### config.mk
export PLATFORM = sky130hd
export DESIGN_NAME = hdl_core
export DESIGN_NICKNAME = d
export VERILOG_FILES = /design/src/common/hdl_pkg.sv /design/src/rtl/hdl_core.sv /design/src/rtl/hdl_lock_qual.sv /design/src/rtl/hdl_dac_track.sv
export SDC_FILE = /design/constraint.sdc
export NUM_CORES = 2
export LEC_CHECK = 0
export BUFFER_PORTS_ARGS = -buffer_cell sky130_fd_sc_hd__buf_2
export CORE_MARGIN = 4
export CORE_UTILIZATION = 50
export CTS_CLUSTER_SIZE = 20
export DETAILED_ROUTE_END_ITERATION = 12
export GPL_ROUTABILITY_DRIVEN = 0
export HOLD_SLACK_MARGIN = 0.05
export PLACE_DENSITY_LB_ADDON = 0.15
export SLEW_MARGIN = 20
export SYNTH_ARGS = -nofsm -noshare
export SYNTH_HDL_FRONTEND = slang
export SYNTH_SLANG_ARGS = --single-unit
### constraint.sdc
create_clock -name sys_clk -period 7.1 [get_ports sys_clk]
set_clock_uncertainty 0.1 [all_clocks]
set_input_delay 1.065 -clock sys_clk [delete_from_list [all_inputs] [get_ports sys_clk]]
set_output_delay 1.065 -clock sys_clk [all_outputs]
set_load 0.01 [all_outputs]
### src/common/hdl_pkg.sv
// Package with register map, field layout, reset values and shared types.
package hdl_pkg;

   // ****************************************
   // Register addresses.
   // ****************************************
   localparam logic [4:0] ADDR_MODE_CONTROL = 5'h0C;
   localparam logic [4:0] ADDR_STATUS_PIN_CONTROL = 5'h0D;
   localparam logic [4:0] ADDR_CLOCK_INPUT_LOSS_AND_DAC_TRIP = 5'h0E;
   localparam logic [4:0] ADDR_MANUAL_DAC_AND_HOLDOVER_COUNT = 5'h0F;
   localparam logic [4:0] ADDR_CRYSTAL_DRIVE_LEVEL = 5'h10;
   localparam logic [4:0] ADDR_LOOP_FILTER_AND_FEEDBACK_DELAY = 5'h18;
   localparam logic [4:0] ADDR_DAC_DIVIDER_AND_FIRST_LOCK_COUNT = 5'h19;
   localparam logic [4:0] ADDR_SECOND_LOOP_PUMP_AND_LOCK = 5'h1A;
   localparam logic [4:0] ADDR_FIRST_LOOP_PUMP_AND_REFERENCE = 5'h1B;
   localparam logic [4:0] ADDR_READBACK_SELECT = 5'h1F;

   // ****************************************
   // Field positions.
   // ****************************************
   localparam int ADDR_LSB = 0;
   localparam int ADDR_W = 5;
   localparam int TRACK_EN_BIT = 8;
   localparam int LOCK_LOSS_MASK_BIT = 15;
   localparam int HIGH_TRIP_LSB = 14;
   localparam int LOW_TRIP_LSB = 6;
   localparam int TRIP_W = 6;
   localparam int RAIL_DET_BIT = 5;
   localparam int MANUAL_DAC_LSB = 22;
   localparam int DAC_W = 10;
   localparam int OVERRIDE_BIT = 20;
   localparam int COUNT_LSB = 6;
   localparam int COUNT_W = 14;
   localparam int FORCE_HOLD_BIT = 5;
   localparam int LOOP1_WIN_LSB = 6;
   localparam int LOOP2_WIN_LSB = 30;
   localparam int WIN_W = 2;
   localparam int DAC_DIV_LSB = 22;
   localparam int RB_ADDR_LSB = 16;

   // ****************************************
   // Reset values.
   // ****************************************
   localparam logic [31:0] RST_MODE_CONTROL = 32'h0000_0180;
   localparam logic [31:0] RST_MANUAL_DAC = 32'h8000_8000;
   localparam logic [31:0] RST_LOOP_FILTER = 32'h0000_00C0;
   localparam logic [31:0] RST_DAC_DIVIDER = 32'h0101_0000;
   localparam logic [31:0] RST_SECOND_LOOP = 32'h0C08_0000;
   localparam logic [31:0] RST_FIRST_LOOP = 32'h1000_1800;
   localparam logic [31:0] RST_READBACK = 32'h001F_0000;
   localparam logic [31:0] RST_ZERO = 32'h0000_0000;
   localparam logic [9:0] DAC_MID_SCALE = 10'h200;
   localparam logic [9:0] DAC_FULL_SCALE = 10'h3FF;

   // ****************************************
   // Lock windows in ns of phase error, one per code.
   // ****************************************
   localparam int WIN_TIME_NS_W = 8;
   localparam logic [7:0] LOOP1_WIN_NS [4] = '{8'h0A, 8'h14, 8'h1E, 8'h28};
   localparam logic [7:0] LOOP2_WIN_NS [4] = '{8'h00, 8'h04, 8'h08, 8'h0C};
   localparam logic [1:0] LOOP2_WIN_RESERVED = 2'h0;

   typedef enum logic [1:0] {
      HDL_ST_TRACKING = 2'b01,
      HDL_ST_HOLDOVER = 2'b10
   } hdl_state_e;

   typedef struct packed {
      logic track_en;
      logic lock_loss_mask;
      logic [5:0] high_trip;
      logic [5:0] low_trip;
      logic rail_det_en;
      logic [9:0] manual_value;
      logic override_en;
      logic [13:0] holdover_exit_count;
      logic force_holdover;
      logic [1:0] loop1_window;
      logic [9:0] dac_divisor;
      logic [13:0] loop1_count;
      logic [1:0] loop2_window;
      logic [13:0] loop2_count;
   } hdl_cfg_s;

   function automatic logic hdl_is_mapped(input logic [4:0] a);
      case (a)
         ADDR_MODE_CONTROL, ADDR_STATUS_PIN_CONTROL,
         ADDR_CLOCK_INPUT_LOSS_AND_DAC_TRIP,
         ADDR_MANUAL_DAC_AND_HOLDOVER_COUNT, ADDR_CRYSTAL_DRIVE_LEVEL,
         ADDR_LOOP_FILTER_AND_FEEDBACK_DELAY,
         ADDR_DAC_DIVIDER_AND_FIRST_LOCK_COUNT,
         ADDR_SECOND_LOOP_PUMP_AND_LOCK, ADDR_FIRST_LOOP_PUMP_AND_REFERENCE,
         ADDR_READBACK_SELECT: hdl_is_mapped = 1'b1;
         default: hdl_is_mapped = 1'b0;
      endcase
   endfunction

   function automatic logic [31:0] hdl_reset_value(input logic [4:0] a);
      case (a)
         ADDR_MODE_CONTROL: hdl_reset_value = RST_MODE_CONTROL;
         ADDR_MANUAL_DAC_AND_HOLDOVER_COUNT: hdl_reset_value = RST_MANUAL_DAC;
         ADDR_LOOP_FILTER_AND_FEEDBACK_DELAY: hdl_reset_value = RST_LOOP_FILTER;
         ADDR_DAC_DIVIDER_AND_FIRST_LOCK_COUNT: hdl_reset_value = RST_DAC_DIVIDER;
         ADDR_SECOND_LOOP_PUMP_AND_LOCK: hdl_reset_value = RST_SECOND_LOOP;
         ADDR_FIRST_LOOP_PUMP_AND_REFERENCE: hdl_reset_value = RST_FIRST_LOOP;
         ADDR_READBACK_SELECT: hdl_reset_value = RST_READBACK;
         default: hdl_reset_value = RST_ZERO;
      endcase
   endfunction

endpackage

### src/rtl/hdl_core.sv
// Holdover, tuning DAC and lock-detect control with serial register access.
module hdl_core #(
   parameter int CNT_W = 14,
   parameter int DAC_W = 10
) (
   input wire logic sys_clk,
   input wire logic sys_rst,
   input wire logic ce,
   input wire logic uwire_clk,
   input wire logic uwire_data,
   input wire logic uwire_le,
   output logic uwire_readback,
   input wire logic pd1_tick,
   input wire logic pd2_tick,
   input wire logic [7:0] loop1_phase_err,
   input wire logic [7:0] loop2_phase_err,
   input wire logic [DAC_W-1:0] loop1_vtune,
   output logic [DAC_W-1:0] tuning_dac,
   output logic dac_update,
   output logic loop1_lock_detect,
   output logic loop2_lock_detect,
   output logic holdover_active,
   output logic rail_trip
);

   // ****************************************
   // Serial register interface.
   // ****************************************
   // Words shift in MSB first; the low five bits carry the address and
   // the word is committed on the rising edge of the latch enable.

   logic [31:0] regs_r [32];
   logic [31:0] regs_nxt [32];
   logic [31:0] shift_r;
   logic [31:0] shift_nxt;
   logic [31:0] rb_r;
   logic [31:0] rb_nxt;
   logic uclk_prev_r;
   logic le_prev_r;
   logic uclk_rise;
   logic le_rise;
   logic [4:0] wr_addr;
   logic [4:0] rb_sel;
   logic [DAC_W-1:0] dac_value;

   assign uclk_rise = uwire_clk && !uclk_prev_r;
   assign le_rise = uwire_le && !le_prev_r;
   assign wr_addr = shift_r[hdl_pkg::ADDR_LSB +: hdl_pkg::ADDR_W];
   assign rb_sel = shift_r[hdl_pkg::RB_ADDR_LSB +: hdl_pkg::ADDR_W];

   function automatic logic [31:0] read_word(
      input logic [4:0] a,
      input logic [31:0] stored,
      input logic [DAC_W-1:0] dac
   );
      logic [31:0] w;
      w = stored;
      if (a == hdl_pkg::ADDR_MANUAL_DAC_AND_HOLDOVER_COUNT) begin
         w[hdl_pkg::MANUAL_DAC_LSB +: DAC_W] = dac;
      end
      if (!hdl_pkg::hdl_is_mapped(a)) begin
         w = '0;
      end
      read_word = w;
   endfunction

   always_comb begin
      regs_nxt = regs_r;
      shift_nxt = shift_r;
      rb_nxt = rb_r;
      if (uclk_rise && !uwire_le) begin
         shift_nxt = {shift_r[30:0], uwire_data};
         rb_nxt = {rb_r[30:0], 1'b0};
      end
      if (le_rise) begin
         if (hdl_pkg::hdl_is_mapped(wr_addr)) begin
            regs_nxt[wr_addr] = {shift_r[31:5], 5'h00};
         end
         // The copy is taken from the registers as they stand before this
         // commit, so a word written in the same frame is not seen yet.
         if (wr_addr == hdl_pkg::ADDR_READBACK_SELECT) begin
            rb_nxt = read_word(rb_sel,
                               regs_r[rb_sel],
                               dac_value);
         end
      end
   end

   always_ff @(posedge sys_clk) begin
      if (sys_rst) begin
         for (int i = 0; i < 32; i++) begin
            regs_r[i] <= hdl_pkg::hdl_reset_value(5'(i));
         end
         shift_r <= '0;
         rb_r <= '0;
         uclk_prev_r <= 1'b0;
         le_prev_r <= 1'b0;
      end else if (ce) begin
         regs_r <= regs_nxt;
         shift_r <= shift_nxt;
         rb_r <= rb_nxt;
         uclk_prev_r <= uwire_clk;
         le_prev_r <= uwire_le;
      end
   end

   assign uwire_readback = rb_r[31];

   // ****************************************
   // Field decode.
   // ****************************************

   hdl_pkg::hdl_cfg_s cfg;
   logic [31:0] r_mode;
   logic [31:0] r_pin;
   logic [31:0] r_trip;
   logic [31:0] r_man;
   logic [31:0] r_filt;
   logic [31:0] r_div;
   logic [31:0] r_loop2;

   assign r_mode = regs_r[hdl_pkg::ADDR_MODE_CONTROL];
   assign r_pin = regs_r[hdl_pkg::ADDR_STATUS_PIN_CONTROL];
   assign r_trip = regs_r[hdl_pkg::ADDR_CLOCK_INPUT_LOSS_AND_DAC_TRIP];
   assign r_man = regs_r[hdl_pkg::ADDR_MANUAL_DAC_AND_HOLDOVER_COUNT];
   assign r_filt = regs_r[hdl_pkg::ADDR_LOOP_FILTER_AND_FEEDBACK_DELAY];
   assign r_div = regs_r[hdl_pkg::ADDR_DAC_DIVIDER_AND_FIRST_LOCK_COUNT];
   assign r_loop2 = regs_r[hdl_pkg::ADDR_SECOND_LOOP_PUMP_AND_LOCK];

   always_comb begin
      cfg.track_en = r_mode[hdl_pkg::TRACK_EN_BIT];
      cfg.lock_loss_mask = r_pin[hdl_pkg::LOCK_LOSS_MASK_BIT];
      cfg.high_trip = r_trip[hdl_pkg::HIGH_TRIP_LSB +: hdl_pkg::TRIP_W];
      cfg.low_trip = r_trip[hdl_pkg::LOW_TRIP_LSB +: hdl_pkg::TRIP_W];
      cfg.rail_det_en = r_trip[hdl_pkg::RAIL_DET_BIT];
      cfg.manual_value = r_man[hdl_pkg::MANUAL_DAC_LSB +: hdl_pkg::DAC_W];
      cfg.override_en = r_man[hdl_pkg::OVERRIDE_BIT];
      cfg.holdover_exit_count = r_man[hdl_pkg::COUNT_LSB +: hdl_pkg::COUNT_W];
      cfg.force_holdover = r_man[hdl_pkg::FORCE_HOLD_BIT];
      cfg.loop1_window = r_filt[hdl_pkg::LOOP1_WIN_LSB +: hdl_pkg::WIN_W];
      cfg.dac_divisor = r_div[hdl_pkg::DAC_DIV_LSB +: hdl_pkg::DAC_W];
      cfg.loop1_count = r_div[hdl_pkg::COUNT_LSB +: hdl_pkg::COUNT_W];
      cfg.loop2_window = r_loop2[hdl_pkg::LOOP2_WIN_LSB +: hdl_pkg::WIN_W];
      cfg.loop2_count = r_loop2[hdl_pkg::COUNT_LSB +: hdl_pkg::COUNT_W];
   end

   // ****************************************
   // Window comparison and rail trip.
   // ****************************************

   logic loop1_in_win;
   logic loop2_in_win;
   logic trip_hi;
   logic trip_lo;
   logic [DAC_W-1:0] hi_point;

   assign loop1_in_win =
      loop1_phase_err <= hdl_pkg::LOOP1_WIN_NS[cfg.loop1_window];
   // The reserved code never qualifies, so the lock stays low.
   assign loop2_in_win =
      (cfg.loop2_window != hdl_pkg::LOOP2_WIN_RESERVED) &&
      (loop2_phase_err <= hdl_pkg::LOOP2_WIN_NS[cfg.loop2_window]);

   assign hi_point = hdl_pkg::DAC_FULL_SCALE - DAC_W'(cfg.high_trip);
   assign trip_hi = dac_value >= hi_point;
   assign trip_lo = dac_value <= DAC_W'(cfg.low_trip);
   assign rail_trip = cfg.rail_det_en && (trip_hi || trip_lo);

   // ****************************************
   // Lock qualification.
   // ****************************************

   logic loop1_qual;
   logic loop2_qual;
   logic exit_qual;
   hdl_pkg::hdl_state_e state_r;
   hdl_pkg::hdl_state_e state_nxt;

   hdl_lock_qual #(.CNT_W(CNT_W)) u_loop1_qual (
      .sys_clk(sys_clk),
      .sys_rst(sys_rst),
      .ce(ce),
      .tick(pd1_tick),
      .in_window(loop1_in_win),
      .target(cfg.loop1_count),
      .qualified(loop1_qual)
   );

   hdl_lock_qual #(.CNT_W(CNT_W)) u_loop2_qual (
      .sys_clk(sys_clk),
      .sys_rst(sys_rst),
      .ce(ce),
      .tick(pd2_tick),
      .in_window(loop2_in_win),
      .target(cfg.loop2_count),
      .qualified(loop2_qual)
   );

   // Counts only while in holdover, so every exit starts a fresh count.
   hdl_lock_qual #(.CNT_W(CNT_W)) u_exit_qual (
      .sys_clk(sys_clk),
      .sys_rst(sys_rst),
      .ce(ce),
      .tick(pd1_tick),
      .in_window(loop1_in_win && !rail_trip &&
                 (state_r == hdl_pkg::HDL_ST_HOLDOVER)),
      .target(cfg.holdover_exit_count),
      .qualified(exit_qual)
   );

   // ****************************************
   // Holdover control.
   // ****************************************

   logic lock1_r;
   logic lock1_nxt;
   logic lock1_fall;

   assign lock1_nxt = loop1_qual && !rail_trip;
   assign lock1_fall = lock1_r && !lock1_nxt;

   always_comb begin
      state_nxt = state_r;
      case (state_r)
         hdl_pkg::HDL_ST_TRACKING: begin
            if (cfg.force_holdover ||
                (lock1_fall && !cfg.lock_loss_mask)) begin
               state_nxt = hdl_pkg::HDL_ST_HOLDOVER;
            end
         end
         hdl_pkg::HDL_ST_HOLDOVER: begin
            if (!cfg.force_holdover && exit_qual) begin
               state_nxt = hdl_pkg::HDL_ST_TRACKING;
            end
         end
         default: begin
            state_nxt = hdl_pkg::HDL_ST_TRACKING;
         end
      endcase
   end

   always_ff @(posedge sys_clk) begin
      if (sys_rst) begin
         state_r <= hdl_pkg::HDL_ST_TRACKING;
         lock1_r <= 1'b0;
      end else if (ce) begin
         state_r <= state_nxt;
         lock1_r <= lock1_nxt;
      end
   end

   // ****************************************
   // Tuning DAC.
   // ****************************************

   hdl_dac_track #(.DAC_W(DAC_W)) u_dac (
      .sys_clk(sys_clk),
      .sys_rst(sys_rst),
      .ce(ce),
      .tick(pd1_tick),
      .divisor(cfg.dac_divisor),
      .override_en(cfg.override_en),
      .manual_value(cfg.manual_value),
      .track_en(cfg.track_en),
      .hold(state_r == hdl_pkg::HDL_ST_HOLDOVER),
      .vtune(loop1_vtune),
      .dac_value(dac_value),
      .dac_update(dac_update)
   );

   assign tuning_dac = dac_value;
   assign loop1_lock_detect = lock1_r;
   assign loop2_lock_detect = loop2_qual;
   assign holdover_active = (state_r == hdl_pkg::HDL_ST_HOLDOVER);

endmodule

### src/rtl/hdl_lock_qual.sv
// Lock qualification counter: counts detector ticks spent inside a window.
module hdl_lock_qual #(
   parameter int CNT_W = 14
) (
   input wire logic sys_clk,
   input wire logic sys_rst,
   input wire logic ce,
   input wire logic tick,
   input wire logic in_window,
   input wire logic [CNT_W-1:0] target,
   output logic qualified
);

   logic [CNT_W-1:0] cnt_r;
   logic [CNT_W-1:0] cnt_nxt;
   logic qual_r;
   logic qual_nxt;

   always_comb begin
      cnt_nxt = cnt_r;
      if (!in_window) begin
         cnt_nxt = '0;
      end else if (tick && (cnt_r < target)) begin
         cnt_nxt = cnt_r + 1'b1;
      end
      qual_nxt = in_window && (cnt_nxt >= target);
   end

   always_ff @(posedge sys_clk) begin
      if (sys_rst) begin
         cnt_r <= '0;
         qual_r <= 1'b0;
      end else if (ce) begin
         cnt_r <= cnt_nxt;
         qual_r <= qual_nxt;
      end
   end

   assign qualified = qual_r;

endmodule

### src/rtl/hdl_dac_track.sv
// Tuning DAC with update-rate divider, tracking and manual override.
module hdl_dac_track #(
   parameter int DAC_W = 10
) (
   input wire logic sys_clk,
   input wire logic sys_rst,
   input wire logic ce,
   input wire logic tick,
   input wire logic [DAC_W-1:0] divisor,
   input wire logic override_en,
   input wire logic [DAC_W-1:0] manual_value,
   input wire logic track_en,
   input wire logic hold,
   input wire logic [DAC_W-1:0] vtune,
   output logic [DAC_W-1:0] dac_value,
   output logic dac_update
);

   logic [DAC_W-1:0] div_r;
   logic [DAC_W-1:0] div_nxt;
   logic [DAC_W-1:0] dac_r;
   logic [DAC_W-1:0] dac_nxt;
   logic upd_r;
   logic upd_nxt;

   always_comb begin
      div_nxt = div_r;
      dac_nxt = dac_r;
      upd_nxt = 1'b0;
      if (tick) begin
         // A divisor of zero behaves as divide-by-one.
         if ((div_r + 1'b1) >= divisor) begin
            div_nxt = '0;
            upd_nxt = 1'b1;
            if (override_en) begin
               dac_nxt = manual_value;
            end else if (track_en && !hold) begin
               dac_nxt = vtune;
            end
         end else begin
            div_nxt = div_r + 1'b1;
         end
      end
   end

   always_ff @(posedge sys_clk) begin
      if (sys_rst) begin
         div_r <= '0;
         dac_r <= hdl_pkg::DAC_MID_SCALE;
         upd_r <= 1'b0;
      end else if (ce) begin
         div_r <= div_nxt;
         dac_r <= dac_nxt;
         upd_r <= upd_nxt;
      end
   end

   assign dac_value = dac_r;
   assign dac_update = upd_r;

endmodule

# Yosys cells after proc, flatten, opt, wreduce, memory -nomap -nowiden
# Memory sizes are Yosys's and may differ from the RTL's. A register that Yosys moved wholly into a read port is not among the register bits.
# Cells that the tools add are included.
dict set report classes {
  n_mux 38
  n_div 0
  eq_ne 6
  addsub 5
  n_mul 0
  magnitude_cmp 16
  reduce_logical 36
  bitwise 4
  n_shift 0
}
# op count
set op_table {}
lappend op_table {{bitwise mux 1024 bit} 1}
lappend op_table {{two-way mux 32 bit} 7}
lappend op_table {{binary-select mux 32 bit (select 5 bit)} 1}
lappend op_table {{demux 32 bit (select 5 bit)} 1}
lappend op_table {{two-way mux 14 bit} 6}
lappend op_table {{adder 14 x 1 -> 14 bit (second input constant)} 3}
lappend op_table {{>= comparator 14 bit} 3}
lappend op_table {{< comparator 14 bit} 3}
lappend op_table {{two-way mux 10 bit} 4}
lappend op_table {{binary-select mux 8 bit (select 2 bit)} 2}
lappend op_table {{two-way mux 8 bit} 4}
lappend op_table {{>= comparator 10 bit} 2}
lappend op_table {{two-way mux 5 bit} 4}
lappend op_table {{logical AND 1 bit} 19}
lappend op_table {{<= comparator 8 bit} 2}
lappend op_table {{>= comparator 6 bit (second input constant)} 2}
lappend op_table {{inverter 5 -> 6 bit} 2}
lappend op_table {{adder 10 x 1 -> 10 bit (second input constant)} 1}
lappend op_table {{<= comparator 10 x 6 -> 1 bit} 1}
lappend op_table {{logical NOT 1 bit} 8}
lappend op_table {{subtractor 1 x 7 -> 8 bit (first input constant)} 1}
lappend op_table {{>= comparator 3 bit (second input constant)} 2}
lappend op_table {{< comparator 6 x 1 -> 1 bit (second input constant)} 1}
lappend op_table {{inverter 2 -> 3 bit} 2}
lappend op_table {{13 further kinds} 23}
dict set report totals {
  elab_cells 154
  latchBits 0
  rom_bits 64
  memories 2
  in_bits 34
  regBits 1159
  ram_bits 0
  output_inout_bits 16
}
# name depth word_bits read_ports rd_ports_with_merged_regs write_ports line
set memory_table {}
lappend memory_table {{(no name shown)} 32 1 1 1 0 hdl_pkg.sv:86} ;# case (a)
lappend memory_table {{(no name shown)} 32 1 1 1 0 hdl_pkg.sv:86}

# Depth between registers and ports, before layout
dict set report logic_depth {
  depth_word 12
  ltp_mapped 18
  ltp_nobuf 17
}

# Modules after synthesis
# Synthesis repeated with hierarchy kept, for this count alone.
dict set report hier_totals {
  cells_unflattened 5716
  hier_area_um2 47050.1
}
# module area_per_inst_um2 instances cells_per_inst
set by_module_without_submodules {}
lappend by_module_without_submodules {hdl_core 40351.2 1 4836}
lappend by_module_without_submodules {{hdl_lock_qual at u_exit_qual ...} 1775.5 2 236}
lappend by_module_without_submodules {{hdl_lock_qual at u_loop2_qual} 1810.5 1 240}
lappend by_module_without_submodules {hdl_dac_track 1337.5 1 168}

# Least setup slack after synthesis
# Ideal clock, no wire load.
dict set report synth_path {
  path_type {input to register}
  start {input loop1_phase_err[3]}
  end {register u_loop1_qual.qual_r, in the netlist u_loop1_qual.qualified}
  setup_ns 0.135
  cell_stages 15
  path_slack_ns 3.271
  arrival_time_ns 3.594
  required_time_ns 6.865
  cell_sequence {ha_1 -> nand2_1 -> o211ai_1 -> and3b_1 -> buf_1 -> clkbuf_1 -> nor2_1 -> ha_1 -> nand3_1 -> a21boi_0 -> o21a_1 -> o21ai_0 -> a21oi_1 -> a2111oi_0 -> o22ai_1}
}
dict set report synth_via {
  elab_chain_len 4
}
# item line
set synth_lines {}
lappend synth_lines {{start, declared} hdl_core.sv:15} ;# input wire logic [7:0] loop1_phase_err,
lappend synth_lines {{<= comparator 8 bit (not written as such)} hdl_core.sv:158} ;# loop1_phase_err <= hdl_pkg::LOOP1_WIN_NS[cfg.loop1_window];
lappend synth_lines {{two-way mux 14 bit} hdl_lock_qual.sv:21} ;# if (!in_window) begin
lappend synth_lines {{via u_loop1_qual.cnt_nxt[13]} hdl_lock_qual.sv:15} ;# logic [CNT_W-1:0] cnt_nxt;
lappend synth_lines {{>= comparator 14 bit} hdl_lock_qual.sv:26} ;# qual_nxt = in_window && (cnt_nxt >= target);
lappend synth_lines {{logical AND 1 bit} hdl_lock_qual.sv:26}
lappend synth_lines {{end signal, assigned} hdl_lock_qual.sv:35} ;# qual_r <= qual_nxt;
lappend synth_lines {{end, declared} hdl_lock_qual.sv:16} ;# logic qual_r;
# The timed path passes the listed nets, and every way through them passes these cells.
# A chain may end at the register's enable or synchronous reset.

# Worst setup path in the final report
dict set report layout_path {
  start {register regs_r, in the netlist r_filt[7]}
  end {register u_exit_qual.qual_r, in the netlist u_exit_qual.qualified}
}
dict set report layout_via {
  elab_chain_len 10
}
# item line
set layout_lines {}
lappend layout_lines {{start, declared} hdl_core.sv:32} ;# logic [31:0] regs_r [32];
lappend layout_lines {{start signal, assigned by index} hdl_core.sv:92} ;# regs_r[i] <= hdl_pkg::hdl_reset_value(5'(i));
lappend layout_lines {{start signal, assigned} hdl_core.sv:99} ;# regs_r <= regs_nxt;
lappend layout_lines {{inverter 2 -> 3 bit (not written as such)} hdl_core.sv:158}
lappend layout_lines {{binary-select mux 8 bit (select 2 bit)} hdl_core.sv:158}
lappend layout_lines {{two-way mux 8 bit (not written as such) (2 in series)} hdl_core.sv:158}
lappend layout_lines {{<= comparator 8 bit (not written as such)} hdl_core.sv:158}
lappend layout_lines {{logical AND 1 bit (2 in series)} hdl_core.sv:205} ;# .in_window(loop1_in_win && !rail_trip &&
lappend layout_lines {{two-way mux 14 bit} hdl_lock_qual.sv:21}
lappend layout_lines {{via u_exit_qual.cnt_nxt[7]} hdl_lock_qual.sv:15}
lappend layout_lines {{>= comparator 14 bit} hdl_lock_qual.sv:26}
lappend layout_lines {{logical AND 1 bit} hdl_lock_qual.sv:26}
lappend layout_lines {{end signal, assigned} hdl_lock_qual.sv:35}
lappend layout_lines {{end, declared} hdl_lock_qual.sv:16}
# The timed path passes the listed nets, and every way through them passes these cells. The select of a mux whose other input is x is not followed.

==> run metrics <==
drt pass-1 iters=5; Initial DRC Count=4310; worst-margin pin slew=~1100 ps; Final Max Tran Viols=0; Final Hold Violating Endpoints=0; Worst Setup End Kind=register; initial antenna violation count=3; crit share post-route=59.8%; Syn Nets=5709; sequential fraction of the synthesis area=a little over two fifths; mapped cell area=46300 um2; Worst Path Buf+Inv=1; die area=about 97000 um2; CP cell instances=inv_1 > ha_1 > ha_1 > nand2_1 > nor4_1 > nand3b_1 > nand3_1 > a21oi_1 > ha_1 > a21o_1 > a21o_1 > a21oi_1 > o2111ai_1 > a21oi_1 > a211oi_1; Starting Density=between 50% and 60%; routed length per instance=about 22 um; worst min path class=reg2reg; Async SR Flop Fraction=0%; number of H-tree levels=3; CP required=around 7500 ps; Net count, final=5486; worst-skew pair later-pin latency=between 600 and 700 ps; Routed Antenna Nets=0; Max Root-Sink Buffers=3; via-per-instance ratio=about 5.9; synthesized instance count=5559; max cap viols=0; Final Power=between 0.01 and 0.015 W; Core Box Area=between 90000 and 100000 um2; Setup Crit Path Kind=reg2reg; PostCTS Resize Cnt=0; I/O Buffers=49; total global-route track usage=between 20% and 30%; Area Growth Syn to Fin=9.79%; leak pwr=between 15 and 20 nW; Final Critical Period=around 4200 ps; I/O pin total=50; ys flop type=dfxtp_1; CTS clk-pin slew, worst paths=about 60 ps; PD cells=229 nW/um2; clock sinks=between 1k and 1.5k; Post-synth EDFFs=0; Max FO, Critical Path=18; # rows=about 110; routed via count=roughly 39k; CTS Buf Count=107; Yosys cell types=between 70 and 80; DRC errors left=0; Setup TNS=0 ps; # fillers=8409; Die W=~310 um; # Post-CTS Setup Buffers=0; vias in the first global route=36.4k; Largest stage delay, worst path=~630 ps; unrepaired setup endpoints after global routing=no; Synth Area per Inst=around 8.3 um2; first-pass GRT wire length=223000 um; Ys Warns=0; min setup slack post-route=around 2900 ps; Core Util, Final=~55%; Cells after DPL=6411; layout cells sized above 1=about 12%; hpwl dp=87000 um; slew margin rel.=between 20% and 30%; TritonCTS clock tree=done; post-route insts no fill=between 6k and 7k; crit-path leading delay family=simple AND/OR/NAND/NOR gates; maximum number of pins on one net before global-route repair=around 180; #FFs+latches synth=1001; hold_buf cts=0; grt total ovfl=0; Max Clock Freq=between 200 and 250 MHz; Worst path slowest cell=nand3_1; Diodes inserted=0; pre-CTS setup slack=between 2000 and 2500 ps; Worst IR Drop VDD=212 uV; Detailed Route WL=roughly 150000 um; chip height=between 300 and 400 um; Critical Path AT=4680 ps; outcome=complete, no violations; Setup-failing EPs final=0; Root Buffer Master=clkbuf_16; Startpoint Class=register
## tightest hold or removal path, cell delays in order (launching register included)
cell and delay, ps:
dfxtp_1 310, nand2_1 50, nor2_1 30
## registers in the layout, summed over array words and instances (netlist names), 2 cells and up, named ones only
| name | flops |
|---|---|
| shift_r | 32 |
| r_div | 27 |
| r_pin | 27 |
| r_mode | 27 |
| rb_r | 32 |
| regs_r | 675 |
| u_loop2_qual.cnt_r | 14 |
| r_man | 27 |
| u_exit_qual.cnt_r | 14 |
| r_filt | 27 |
| r_trip | 27 |
| u_dac.dac_value | 10 |
| r_loop2 | 27 |
| u_dac.div_r | 10 |
| state_r | 2 |
| u_loop1_qual.cnt_r | 14 |
## worst paths after layout
check,from,to,slack (ps),cells past startpoint
max reg2reg,r_filt[7],u_exit_qual.qualified,2850,15
max,r_filt[7],u_exit_qual.qualified,2850,15
min,rb_r[0],rb_r[0],330,2
min reg2reg,rb_r[0],rb_r[0],330,2
## cell usage in the layout, fill, tap and decap left out, types with 18 or more instances in the layout
master	synthesis	layout
nand2_1	1834	1832
nor3_1	26	26
buf_4	15	101
mux2i_1	76	76
clkbuf_1	413	27
nor2_1	180	149
nor2b_1	25	25
clkbuf_8	0	18
dfxtp_1	1001	996
clkinv_2	0	24
a21oi_1	976	976
nor4_1	22	22
inv_1	75	75
o21ai_0	68	68
clkbuf_16	0	107
mux2_2	22	22
xor2_1	30	30
nand3_1	76	76
nand4_1	25	25
xnor2_1	21	21
mux4_2	243	243
or3_1	31	31
ha_1	116	116
buf_2	26	48
a31oi_1	23	23
nor2_2	1	23
## power by group
| part | internal [W] | leakage [nW] | switching, W |
|---|---|---|---|
| clock | 0.00342 | 1.80 | 0.00239 |
| combinational | 0.0000406 | 6.42 | 0.000156 |
| sequential | 0.00562 | 8.07 | 0.00000799 |
## routing by layer
layer | up-vias | part of all wire, % | GRT usage, %
met2 | 1411 | 46 | 46.8
met3 | 242 | 7.4 | 4.52
met5 | - | 0.014 | 0
li1 | 18500 | - | -
met4 | 4 | 3.9 | 10.7
met1 | 19100 | 43 | 40.4
## synthesized netlist by cell type (5+ instances only)
cell       count  area, um2
a2111oi_0     11       96.3
a211oi_1      16        120
a21o_1        12       90.1
a21oi_1      976       4880
a221oi_1       5       43.8
a31oi_1       23        144
a41oi_1        8       70.1
and2_1         7       43.8
and3_1        15       93.8
buf_1         33        124
buf_2         26        130
buf_4         15        113
clkbuf_1     413       1550
dfxtp_1     1001      20000
ha_1         116       1450
inv_1         75        282
mux2_2        22        248
mux2i_1       76        761
mux4_2       243       5470
nand2_1     1834       6880
nand2b_1      14       87.6
nand3_1       76        380
nand3b_1       7       52.6
nand4_1       25        156
nor2_1       180        676
nor2b_1       25        156
nor3_1        26        130
nor3b_1        7       52.6
nor4_1        22        138
o211ai_1      15        113
o21a_1         6       45.0
o21ai_0       68        340
o221ai_1      14        123
o22ai_1        8       50.1
or2_2          6       37.5
or3_1         31        194
or4_1          8       60.1
xnor2_1       21        184
xor2_1        30        263
## cells by family (layout without fill, tap and decap cells)
group                      after synthesis  in the layout  synth area share (%)
xor gates and xnor gates                51             51                 0.966
buffers and inverters                  567            434                  4.84
AOI/OAI and AO/OA                     1185           1185                  13.7
muxes                                  341            341                  14.0
and+or+nand+nor                       2298           2298                  20.1
DFF                                   1001           1001                  43.3
adders and majority gates              116            116                  3.14
## through the flow
step	hold slack [ps]	area, um2
3_5_place_dp	322	47100
4_1_cts	331	50700
6_report	331	50800
5_1_grt	352	50800
3_3_place_gp	317	47100
2_1_floorplan	310	46300
## area by class of cell
class	instances	area (um2)	area share (%)
inverters	77	289	0.569
clock buffers	152	3030	5.96
well taps	1186	1480	2.92
flip-flops and latches	1001	20100	39.5
repair buffers	158	1170	2.31
multi-input cells	3991	24100	47.5
clock inverters	47	642	1.26
(Power assumes the default switching activity.)
